### src/logic/tpr_pkg.sv
// Shared constants for the tape position and sense responder
package tpr_pkg;
  // Register byte offsets
  localparam logic [7:0] OFF_CMD = 8'h00;
  localparam logic [7:0] OFF_STAT = 8'h04;
  localparam logic [7:0] OFF_DATA = 8'h08;
  localparam logic [7:0] OFF_ERR = 8'h0c;
  localparam logic [7:0] OFF_INFO = 8'h10;
  localparam logic [7:0] OFF_DIAG = 8'h14;
  localparam logic [7:0] OFF_RESV = 8'h18;
  localparam logic [7:0] OFF_RSTAT = 8'h1c;
  // Command register fields
  localparam int CMD_INIT_LSB = 0;
  localparam int CMD_OP_LSB = 3;
  localparam int CMD_BT_BIT = 6;
  localparam int CMD_TP_BIT = 7;
  localparam int CMD_TPID_LSB = 8;
  localparam int CMD_LUN_BIT = 11;
  localparam int CMD_ALLOC_LSB = 12;
  // Error post register fields
  localparam int ERR_DEF_BIT = 3;
  localparam int ERR_KEY_LSB = 4;
  localparam int ERR_ASC_LSB = 8;
  localparam int ERR_ASCQ_LSB = 16;
  localparam int ERR_VALID_BIT = 24;
  localparam int ERR_FM_BIT = 25;
  localparam int ERR_EOM_BIT = 26;
  // Reservation register fields
  localparam int RESV_LUN_BIT = 3;
  localparam int RESV_TP_BIT = 4;
  localparam int RESV_TPID_LSB = 5;
  // Command selectors
  localparam logic [2:0] OP_POS = 3'h0;
  localparam logic [2:0] OP_DIAG = 3'h1;
  localparam logic [2:0] OP_REL = 3'h2;
  localparam logic [2:0] OP_SENSE = 3'h3;
  localparam logic [2:0] OP_WRITE = 3'h4;
  localparam logic [2:0] OP_READ = 3'h5;
  // Sense field values
  localparam logic [6:0] CODE_CUR = 7'h70;
  localparam logic [6:0] CODE_DEF = 7'h71;
  localparam logic [3:0] KEY_NONE = 4'h0;
  localparam logic [3:0] KEY_NOT_READY = 4'h2;
  localparam logic [3:0] KEY_MEDIUM = 4'h3;
  localparam logic [7:0] ASC_NONE = 8'h00;
  localparam logic [7:0] ASC_NOT_READY = 8'h04;
  localparam logic [7:0] ASCQ_EOP = 8'h02;
  localparam logic [7:0] ASCQ_BOP = 8'h04;
  localparam logic [7:0] ADD_LEN = 8'h0a;
  // Response lengths in bytes
  localparam logic [4:0] POS_LEN = 5'h14;
  localparam logic [4:0] SENSE_LEN = 5'h12;
  localparam logic [4:0] DIAG_LEN = 5'h02;
  localparam int RESP_BYTES = 20;
  typedef enum logic [1:0] {
    ST_IDLE = 2'b00,
    ST_FILL = 2'b01,
    ST_DONE = 2'b11
  } tpr_state_e;
endpackage : tpr_pkg

### src/logic/tpr_resp_mem.sv
// Response byte memory with registered read data
`timescale 1ns/100ps
module tpr_resp_mem #(
  parameter int DW = 8,
  parameter int DEPTH = 32,
  parameter int AW = $clog2(DEPTH)
) (
  // Clock
  input wire logic clk,
  // Write side
  input wire logic we,
  input wire logic [AW-1:0] waddr,
  input wire logic [DW-1:0] wdata,
  // Read side
  input wire logic [AW-1:0] raddr,
  output logic [DW-1:0] rdata_reg
);
  logic [DW-1:0] mem [DEPTH];

  always_ff @(posedge clk) begin
    if (we) begin
      mem[waddr] <= wdata;
    end
    rdata_reg <= mem[raddr];
  end
endmodule : tpr_resp_mem

### src/logic/tpr_responder.sv
// Target command responder: position, diagnostics, release and sense
//
// The APB interface to the registers and the register addresses were chosen for this implementation.
`timescale 1ns/100ps
module tpr_responder #(
  parameter int NI = 8,
  parameter int MEM_DEPTH = 32
) (
  // Clock and reset
  input wire logic pclk,
  input wire logic presetn,
  // APB slave
  input wire logic psel,
  input wire logic penable,
  input wire logic pwrite,
  input wire logic [7:0] paddr,
  input wire logic [31:0] pwdata,
  output logic [31:0] prdata,
  output logic pready,
  output logic pslverr,
  // Tape and buffer state
  input wire logic media_ready,
  input wire logic [31:0] logical_pos,
  input wire logic [31:0] physical_pos,
  input wire logic [23:0] buf_blocks,
  input wire logic [31:0] buf_bytes,
  input wire logic at_bop,
  input wire logic at_eop,
  input wire logic early_warning,
  input wire logic phys_eop,
  // Command completion
  output logic cmd_done,
  output logic check_condition
);
  localparam int AW = $clog2(MEM_DEPTH);
  localparam int IW = $clog2(NI);
  localparam int VW = 8 * tpr_pkg::RESP_BYTES;

  tpr_pkg::tpr_state_e state_reg;
  logic [AW-1:0] fill_reg;
  logic [AW-1:0] rd_ptr_reg;
  logic [4:0] len_reg;
  logic [VW-1:0] resp_reg;
  logic [31:0] info_reg;
  logic [7:0] diag_mask_reg;
  logic diag_done_reg;
  logic [7:0] mem_rdata;
  logic [1:0] held;
  logic [2*IW-1:0] owner;

  // Per-initiator pending sense
  logic [NI-1:0] sp_pend;
  logic [NI-1:0] sp_def;
  logic [NI-1:0] sp_valid;
  logic [NI-1:0] sp_fm;
  logic [NI-1:0] sp_eom;
  logic [3:0] sp_key [NI];
  logic [7:0] sp_asc [NI];
  logic [7:0] sp_ascq [NI];
  logic [31:0] sp_info [NI];

  // Bus decode: one wait state on every access
  logic acc;
  logic wr_fire;
  logic mapped;
  logic start;
  logic pop;
  assign acc = psel && penable;
  assign wr_fire = acc && pready && pwrite;
  assign mapped = paddr[1:0] == 2'b00 && paddr <= tpr_pkg::OFF_RSTAT;
  assign start = wr_fire && paddr == tpr_pkg::OFF_CMD
    && state_reg != tpr_pkg::ST_FILL;
  assign pop = acc && pready && !pwrite && paddr == tpr_pkg::OFF_DATA
    && state_reg == tpr_pkg::ST_DONE && 5'(rd_ptr_reg) < len_reg;

  // Command fields
  logic [IW-1:0] c_init;
  logic [2:0] c_op;
  logic [7:0] c_alloc;
  assign c_init = pwdata[tpr_pkg::CMD_INIT_LSB +: IW];
  assign c_op = pwdata[tpr_pkg::CMD_OP_LSB +: 3];
  assign c_alloc = pwdata[tpr_pkg::CMD_ALLOC_LSB +: 8];

  // Sense error posting, from the command path or from software
  logic post_v;
  logic [IW-1:0] post_init;
  logic post_def;
  logic post_valid;
  logic post_fm;
  logic post_eom;
  logic [3:0] post_key;
  logic [7:0] post_asc;
  logic [7:0] post_ascq;
  logic [31:0] post_info;
  logic chk;

  always_comb begin
    post_v = 1'b0;
    post_init = c_init;
    post_def = 1'b0;
    post_valid = 1'b0;
    post_fm = 1'b0;
    post_eom = 1'b0;
    post_key = tpr_pkg::KEY_NONE;
    post_asc = tpr_pkg::ASC_NONE;
    post_ascq = 8'h00;
    post_info = 32'h0;
    chk = 1'b0;
    if (start) begin
      case (c_op)
        tpr_pkg::OP_POS: begin
          if (!media_ready) begin
            chk = 1'b1;
            post_key = tpr_pkg::KEY_NOT_READY;
            post_asc = tpr_pkg::ASC_NOT_READY;
          end
        end
        tpr_pkg::OP_WRITE: begin
          if (early_warning) begin
            chk = 1'b1;
            post_eom = 1'b1;
            post_ascq = tpr_pkg::ASCQ_EOP;
          end
        end
        tpr_pkg::OP_READ: begin
          if (phys_eop) begin
            chk = 1'b1;
            post_eom = 1'b1;
            post_key = tpr_pkg::KEY_MEDIUM;
            post_ascq = tpr_pkg::ASCQ_EOP;
          end
        end
        default: begin
          chk = 1'b0;
        end
      endcase
      post_v = chk;
    end else if (wr_fire && paddr == tpr_pkg::OFF_ERR) begin
      post_v = 1'b1;
      post_init = pwdata[IW-1:0];
      post_def = pwdata[tpr_pkg::ERR_DEF_BIT];
      post_key = pwdata[tpr_pkg::ERR_KEY_LSB +: 4];
      post_asc = pwdata[tpr_pkg::ERR_ASC_LSB +: 8];
      post_ascq = pwdata[tpr_pkg::ERR_ASCQ_LSB +: 8];
      post_valid = pwdata[tpr_pkg::ERR_VALID_BIT];
      post_fm = pwdata[tpr_pkg::ERR_FM_BIT];
      post_eom = pwdata[tpr_pkg::ERR_EOM_BIT];
      post_info = info_reg;
    end
  end

  // A post in the same edge as a discard wins, so no error is lost
  for (genvar i = 0; i < NI; i++) begin : g_sense
    always_ff @(posedge pclk or negedge presetn) begin
      if (!presetn) begin
        sp_pend[i] <= 1'b0;
        sp_def[i] <= 1'b0;
        sp_valid[i] <= 1'b0;
        sp_fm[i] <= 1'b0;
        sp_eom[i] <= 1'b0;
        sp_key[i] <= 4'h0;
        sp_asc[i] <= 8'h00;
        sp_ascq[i] <= 8'h00;
        sp_info[i] <= 32'h0;
      end else if (post_v && post_init == IW'(i)) begin
        sp_pend[i] <= 1'b1;
        sp_def[i] <= post_def;
        sp_valid[i] <= post_valid;
        sp_fm[i] <= post_fm;
        sp_eom[i] <= post_eom;
        sp_key[i] <= post_key;
        sp_asc[i] <= post_asc;
        sp_ascq[i] <= post_ascq;
        sp_info[i] <= post_info;
      end else if (start && c_init == IW'(i)) begin
        sp_pend[i] <= 1'b0;
      end
    end
  end

  // Response images, big-endian byte order
  logic [31:0] last_loc;
  logic [VW-1:0] pos_vec;
  logic [143:0] sense_vec;
  logic [6:0] s_code;
  logic s_eom;
  logic [7:0] s_ascq;
  logic [7:0] s_alloc_len;

  // Buffer holding no whole block has nothing committed ahead of first
  assign last_loc = (buf_blocks == 24'h0) ? logical_pos
    : physical_pos;
  // Block-type flag is never looked at; unknown flag is constant zero
  assign pos_vec = {at_bop, at_eop, 6'h00, 8'h00, 16'h0000,
    logical_pos, last_loc, 8'h00,
    buf_blocks, buf_bytes};
  assign s_eom = at_bop || at_eop;
  assign s_ascq = at_eop ? tpr_pkg::ASCQ_EOP
    : at_bop ? tpr_pkg::ASCQ_BOP : 8'h00;
  assign s_code = sp_def[c_init] ? tpr_pkg::CODE_DEF
    : tpr_pkg::CODE_CUR;

  always_comb begin
    if (sp_pend[c_init]) begin
      sense_vec = {sp_valid[c_init], s_code, 8'h00,
        sp_fm[c_init], sp_eom[c_init] || s_eom, 2'b00, sp_key[c_init],
        sp_info[c_init], tpr_pkg::ADD_LEN, logical_pos,
        sp_asc[c_init], sp_ascq[c_init], 32'h0};
    end else begin
      // Logical position only, taken without touching the buffer
      sense_vec = {1'b0, tpr_pkg::CODE_CUR, 8'h00,
        1'b0, s_eom, 2'b00, tpr_pkg::KEY_NONE, 32'h0,
        tpr_pkg::ADD_LEN, logical_pos,
        tpr_pkg::ASC_NONE, s_ascq, 32'h0};
    end
  end

  assign s_alloc_len = (c_alloc < 8'(tpr_pkg::SENSE_LEN)) ? c_alloc
    : 8'(tpr_pkg::SENSE_LEN);

  // Command sequencer
  always_ff @(posedge pclk or negedge presetn) begin
    if (!presetn) begin
      state_reg <= tpr_pkg::ST_IDLE;
      fill_reg <= '0;
      len_reg <= 5'h00;
      resp_reg <= '0;
    end else if (start) begin
      fill_reg <= '0;
      state_reg <= tpr_pkg::ST_FILL;
      len_reg <= 5'h00;
      case (c_op)
        tpr_pkg::OP_POS: begin
          resp_reg <= pos_vec;
          len_reg <= media_ready ? tpr_pkg::POS_LEN : 5'h00;
        end
        tpr_pkg::OP_SENSE: begin
          resp_reg <= {sense_vec, 16'h0000};
          len_reg <= s_alloc_len[4:0];
        end
        tpr_pkg::OP_DIAG: begin
          resp_reg <= {diag_mask_reg, 7'h00, diag_done_reg,
            144'h0};
          if (diag_done_reg) begin
            len_reg <= (c_alloc < 8'(tpr_pkg::DIAG_LEN)) ? c_alloc[4:0]
              : tpr_pkg::DIAG_LEN;
          end
        end
        default: begin
          resp_reg <= '0;
        end
      endcase
    end else if (state_reg == tpr_pkg::ST_FILL) begin
      if (5'(fill_reg) + 5'h01 >= len_reg) begin
        state_reg <= tpr_pkg::ST_DONE;
      end
      fill_reg <= fill_reg + AW'(1);
    end
  end

  logic fill_we;
  logic [7:0] fill_byte;
  assign fill_we = state_reg == tpr_pkg::ST_FILL
    && 5'(fill_reg) < len_reg;
  assign fill_byte = resp_reg[8 * (tpr_pkg::RESP_BYTES - 1
    - int'(fill_reg)) +: 8];

  tpr_resp_mem #(
    .DW(8),
    .DEPTH(MEM_DEPTH)
  ) u_mem (
    .clk(pclk),
    .we(fill_we),
    .waddr(fill_reg),
    .wdata(fill_byte),
    .raddr(rd_ptr_reg),
    .rdata_reg(mem_rdata)
  );

  // Release and reservation holders
  logic rel_req;
  logic res_req;
  assign rel_req = start && c_op == tpr_pkg::OP_REL;
  assign res_req = wr_fire && paddr == tpr_pkg::OFF_RESV;

  tpr_resv_table #(
    .LUNS(2),
    .IW(IW)
  ) u_resv (
    .clk(pclk),
    .rst_n(presetn),
    .reserve_req(res_req),
    .release_req(rel_req),
    .req_init(res_req ? pwdata[IW-1:0] : c_init),
    .req_lun(res_req ? pwdata[tpr_pkg::RESV_LUN_BIT]
      : pwdata[tpr_pkg::CMD_LUN_BIT]),
    .req_tp(res_req ? pwdata[tpr_pkg::RESV_TP_BIT]
      : pwdata[tpr_pkg::CMD_TP_BIT]),
    .req_tp_id(res_req ? pwdata[tpr_pkg::RESV_TPID_LSB +: IW]
      : pwdata[tpr_pkg::CMD_TPID_LSB +: IW]),
    .held_reg(held),
    .owner_reg(owner)
  );

  // Read pointer into the reply
  always_ff @(posedge pclk or negedge presetn) begin
    if (!presetn) begin
      rd_ptr_reg <= '0;
    end else if (start) begin
      rd_ptr_reg <= '0;
    end else if (pop) begin
      rd_ptr_reg <= rd_ptr_reg + AW'(1);
    end
  end

  // Software-written state
  always_ff @(posedge pclk or negedge presetn) begin
    if (!presetn) begin
      info_reg <= 32'h0;
      diag_mask_reg <= 8'h00;
      diag_done_reg <= 1'b0;
    end else if (wr_fire && paddr == tpr_pkg::OFF_INFO) begin
      info_reg <= pwdata;
    end else if (wr_fire && paddr == tpr_pkg::OFF_DIAG) begin
      diag_mask_reg <= pwdata[7:0];
      diag_done_reg <= pwdata[8];
    end
  end

  // Completion outputs
  always_ff @(posedge pclk or negedge presetn) begin
    if (!presetn) begin
      cmd_done <= 1'b0;
      check_condition <= 1'b0;
    end else begin
      cmd_done <= state_reg == tpr_pkg::ST_FILL
        && 5'(fill_reg) + 5'h01 >= len_reg;
      if (start) begin
        check_condition <= chk;
      end
    end
  end

  // APB answer; the wait state lets the memory read settle after a pop
  logic [31:0] rd_mux;
  always_comb begin
    case (paddr)
      tpr_pkg::OFF_STAT: rd_mux = {11'h0, 5'(rd_ptr_reg), 3'h0, len_reg,
        5'h00, state_reg == tpr_pkg::ST_DONE && 5'(rd_ptr_reg) < len_reg,
        check_condition, state_reg == tpr_pkg::ST_FILL};
      tpr_pkg::OFF_DATA: rd_mux = {24'h0, mem_rdata};
      tpr_pkg::OFF_INFO: rd_mux = info_reg;
      tpr_pkg::OFF_DIAG: rd_mux = {23'h0, diag_done_reg, diag_mask_reg};
      tpr_pkg::OFF_RSTAT: rd_mux = {16'h0, 8'(owner), 6'h00, held};
      default: rd_mux = 32'h0;
    endcase
  end

  always_ff @(posedge pclk or negedge presetn) begin
    if (!presetn) begin
      pready <= 1'b0;
      pslverr <= 1'b0;
      prdata <= 32'h0;
    end else begin
      pready <= acc && !pready;
      pslverr <= acc && !pready && !mapped;
      if (acc && !pready && !pwrite) begin
        prdata <= rd_mux;
      end
    end
  end
endmodule : tpr_responder

### src/logic/tpr_resv_table.sv
// Per-unit reservation holders for drive and loader
`timescale 1ns/100ps
module tpr_resv_table #(
  parameter int LUNS = 2,
  parameter int IW = 3,
  parameter int LW = (LUNS > 1) ? $clog2(LUNS) : 1
) (
  // Clock and reset
  input wire logic clk,
  input wire logic rst_n,
  // Requests
  input wire logic reserve_req,
  input wire logic release_req,
  input wire logic [IW-1:0] req_init,
  input wire logic [LW-1:0] req_lun,
  input wire logic req_tp,
  input wire logic [IW-1:0] req_tp_id,
  // State
  output logic [LUNS-1:0] held_reg,
  output logic [LUNS*IW-1:0] owner_reg
);
  logic [LUNS-1:0] tp_reg;
  logic [LUNS*IW-1:0] tp_id_reg;

  // Each unit is reserved whole; no per-element state exists
  for (genvar l = 0; l < LUNS; l++) begin : g_lun
    logic hit;
    logic own_match;
    assign hit = (req_lun == LW'(l));
    assign own_match = held_reg[l] && owner_reg[l*IW +: IW] == req_init
      && tp_reg[l] == req_tp
      && (!req_tp || tp_id_reg[l*IW +: IW] == req_tp_id);
    always_ff @(posedge clk or negedge rst_n) begin
      if (!rst_n) begin
        held_reg[l] <= 1'b0;
        owner_reg[l*IW +: IW] <= '0;
        tp_reg[l] <= 1'b0;
        tp_id_reg[l*IW +: IW] <= '0;
      end else if (reserve_req && hit && !held_reg[l]) begin
        held_reg[l] <= 1'b1;
        owner_reg[l*IW +: IW] <= req_init;
        tp_reg[l] <= req_tp;
        tp_id_reg[l*IW +: IW] <= req_tp_id;
      end else if (release_req && hit && own_match) begin
        // Other owners and unheld units are left alone, no error
        held_reg[l] <= 1'b0;
      end
    end
  end
endmodule : tpr_resv_table

### config.mk
export PLATFORM = sky130hd
export DESIGN_NAME = tpr_responder
export DESIGN_NICKNAME = d
export VERILOG_FILES = /design/src/logic/tpr_pkg.sv /design/src/logic/tpr_resp_mem.sv /design/src/logic/tpr_responder.sv /design/src/logic/tpr_resv_table.sv
export SDC_FILE = /design/constraint.sdc
export NUM_CORES = 2
export LEC_CHECK = 0
export ABC_AREA = 1
export BUFFER_PORTS_ARGS = -buffer_cell sky130_fd_sc_hd__buf_2
export CORE_MARGIN = 2
export CORE_UTILIZATION = 45
export DETAILED_ROUTE_END_ITERATION = 10
export SYNTH_ARGS = -nofsm -noshare
export SYNTH_HDL_FRONTEND = slang
export SYNTH_HIERARCHICAL = 1
export SYNTH_SLANG_ARGS = --single-unit
export TNS_END_PERCENT = 100
### constraint.sdc
create_clock -name pclk -period 12.28 [get_ports pclk]
set_clock_uncertainty 0.15 [all_clocks]
set_input_delay 2.456 -clock pclk [delete_from_list [all_inputs] [get_ports pclk]]
set_output_delay 2.456 -clock pclk [all_outputs]
set_load 0.005 [all_outputs]
==> results_dict.tcl <==
set metrics [dict create \
    fin_util 0.510 \
    globalplace.congestion 0.911 \
    ctsResizeCount 0 \
    drt_wl_total_mm 151 \
    rsz0062_at_grt "no" \
    synthArstFlopShare 0.731 \
    synth.ff_latch_count 981 \
    fin_crit_sh 0.462 \
    synth_top_cell_by_area "dfrtp_1" \
    drive_gt1_frac 0.0878 \
    min_from "sp_ascq[36]" \
    arrival_ns 6.10 \
    synth_fp_nets 5840 \
    core-area_um2 100000 \
    grt_max_degree 159 \
    critPathLaunchType "primary input" \
    clock_latency_ns 0.72 \
    ys_seq_area_frac 0.565 \
    postCtsSetupBuffers 0 \
    layout_common_cells "nand2_1, dfrtp_1, nand3_1" \
    numPortBuffers 205 \
    dr.pass1.iters 6 \
    worstSetupPathType "primary input to register" \
    hold_ws_ns 0.318 \
    worstHoldPathCells 2 \
    setup_violations 0 \
    grt_util_all_layers 0.290 \
    grt_pass1_wl_mm 229 \
    p_leak_uw 0.0250 \
    cts_sinks 981 \
    netlist_instances 5652 \
    dp.cells 6958 \
    postCtsHoldBufs 0 \
    start_util 0.455 \
    maxSlewViolCount 0 \
    r2r_start "fill_reg[2]" \
    hold_class "register to register" \
    cts_root_buffer "clkbuf_16" \
    fillerInstances 9630 \
    cts-htree-levels 3 \
    ir_worst_vdd_mv 0.109 \
    syn_avg_cell_area_um2 8.08 \
    fin_nets 5896 \
    rows 116 \
    clk_pin_slew_ns 0.06 \
    ctsLongestPathBuffers 3 \
    hold_viol 0 \
    fin_ws_ns 6.61 \
    layout_commonest_cell "nand2_1" \
    r2r-end "u_mem/mem[26][7]" \
    synth_area_um2 45600 \
    tritoncts "yes" \
    synth_cell_types 42 \
    powerDensity_nw_per_um2 142 \
    synth_area_leaders "dfrtp_1, nand2_1, edfxtp_1, nand3_1, o21ai_0" \
    synth-edff-count 256 \
    route.detailed.drc 0 \
    ys.flop_type "dfrtp_1" \
    antenna_left 0 \
    regToRegSetupSlack_ns 8.18 \
    dieArea_um2 104000 \
    tightestPinTransition_ns 1.19 \
    cp.required_ns 12.71 \
    slew_headroom 0.206 \
    ioPinCount 206 \
    path_cells "buf_2 > nor2_1 > nand3_1 > nor2_1 > nand3_4 > clkinv_2 > nand2_1 > nand2_1 > buf_4 > nand2_2 > buf_4 > nand2_1 > nand2_1" \
    status "finished clean" \
    numCtsBuffers 105 \
    max_clock_freq_mhz 176 \
    period_needed_ns 5.67 \
    rr_worst_depth 8 \
    num_vias 38800 \
    path_max_fanout 71 \
    crit_top_cell "nand2_1" \
    syn2layout_area_growth_pct 12.0 \
    die_y_um 322 \
    viasPerCell 5.43 \
    crit_path_end_kind "register" \
    place_hpwl_mm 92.1 \
    crit_slowest_cell "nand3_4" \
    post_drt_wl_per_cell_um 21.1 \
    grt_pass1_vias 36500 \
    tns_ns 0 \
    die_x_um 322 \
    cp_slowest_stage_delay_ns 0.68 \
    ys.warnings.count 6 \
    stdcell_count 7155 \
    holdPathEnd "sp_ascq[36]" \
    drt_iter0_markers 4194 \
    dp_slack_ns 5.98 \
    overflow 0 \
    synth_top_area_share 0.393 \
    cap_violations 0 \
    antenna_found_initial 14 \
]
[cell usage after synthesis, types with 4 or more instances]
master / number
buf_6: 51
nor2_1: 188
clkinv_1: 5
nor3_1: 6
buf_1: 21
mux2_2: 6
inv_2: 13
edfxtp_1: 256
nor2_2: 6
nand3_1: 370
a21oi_1: 32
o211ai_1: 13
dfrtp_1: 717
nand3b_1: 4
buf_2: 67
o31ai_1: 7
xor2_1: 5
nand2_1: 2982
ha_1: 18
buf_4: 5
dfxtp_1: 8
o21ai_0: 249
clkbuf_1: 178
inv_1: 212
o21ai_1: 19
o22ai_1: 21
nand2_2: 8
nand4_1: 147
mux2i_1: 21
[report_power, final]
group / switching, uW / total [uW] / internal [uW]
clock: 1370 / 3470 / 2090
sequential: 8.46 / 3360 / 3350
combinational: 333 / 426 / 93.2
total: 1720 / 7250 / 5540
[worst max-delay path, delay by kind of cell]
kind                   cells  cell delay (ns)
buffers and inverters      4             1.27
and+or+nand+nor            9             2.26
[kinds of logic (layout without fill, tap and decap cells)]
group                      Yosys count  count (layout)  synth area share
AOI/OAI and AO/OA                  349             349            0.0406
xor gates and xnor gates             6               6           0.00115
adders and majority gates           18              18           0.00493
buffers and inverters              552             694            0.0560
DFF                                981             981             0.565
muxes                               27              27           0.00609
other                                0               4                 0
and+or+nand+nor                   3719            3719             0.326
[area by class of cell]
class	instances	area, um2	share of cell area
Sequential cell	981	25800	0.505
Inverter	230	867	0.0170
Clock inverter	59	828	0.0162
Timing Repair Buffer	271	1560	0.0305
Multi-Input combinational cell	4119	17400	0.341
Tap cell	1357	1700	0.0332
Antenna cell	4	10.0	0.000196
Clock buffer	134	2950	0.0577
[through the flow]
stage               cell area, um2  total power [uW]
floorplan                    45600              3620
global placement             47300              3840
detailed placement           47300              3840
finish                       51100              7250
global route                 51100              7470
CTS                          51100              7290
[worst max-delay path by stage]
stage	start	end	slack [ns]
global route	paddr[1]	sp_ascq[12]	6.34
global placement	paddr[1]	sp_def[6]	6.06
finish	paddr[1]	sp_ascq[14]	6.61
detailed placement	paddr[1]	sp_ascq[14]	5.98
CTS	paddr[1]	sp_ascq[14]	6.71
floorplan	paddr[5]	u_resv/owner_reg[2]	7.86
[routing by layer]
layer / vias to the layer above / global-route usage / share of wire
li1: 18100 / - / -
met1: 18800 / 0.422 / 0.44
met2: 1616 / 0.435 / 0.43
met3: 266 / 0.0593 / 0.095
met4: 8 / 0.0912 / 0.028
met5: - / 0 / 0.00029
(Power assumes the default switching activity.)
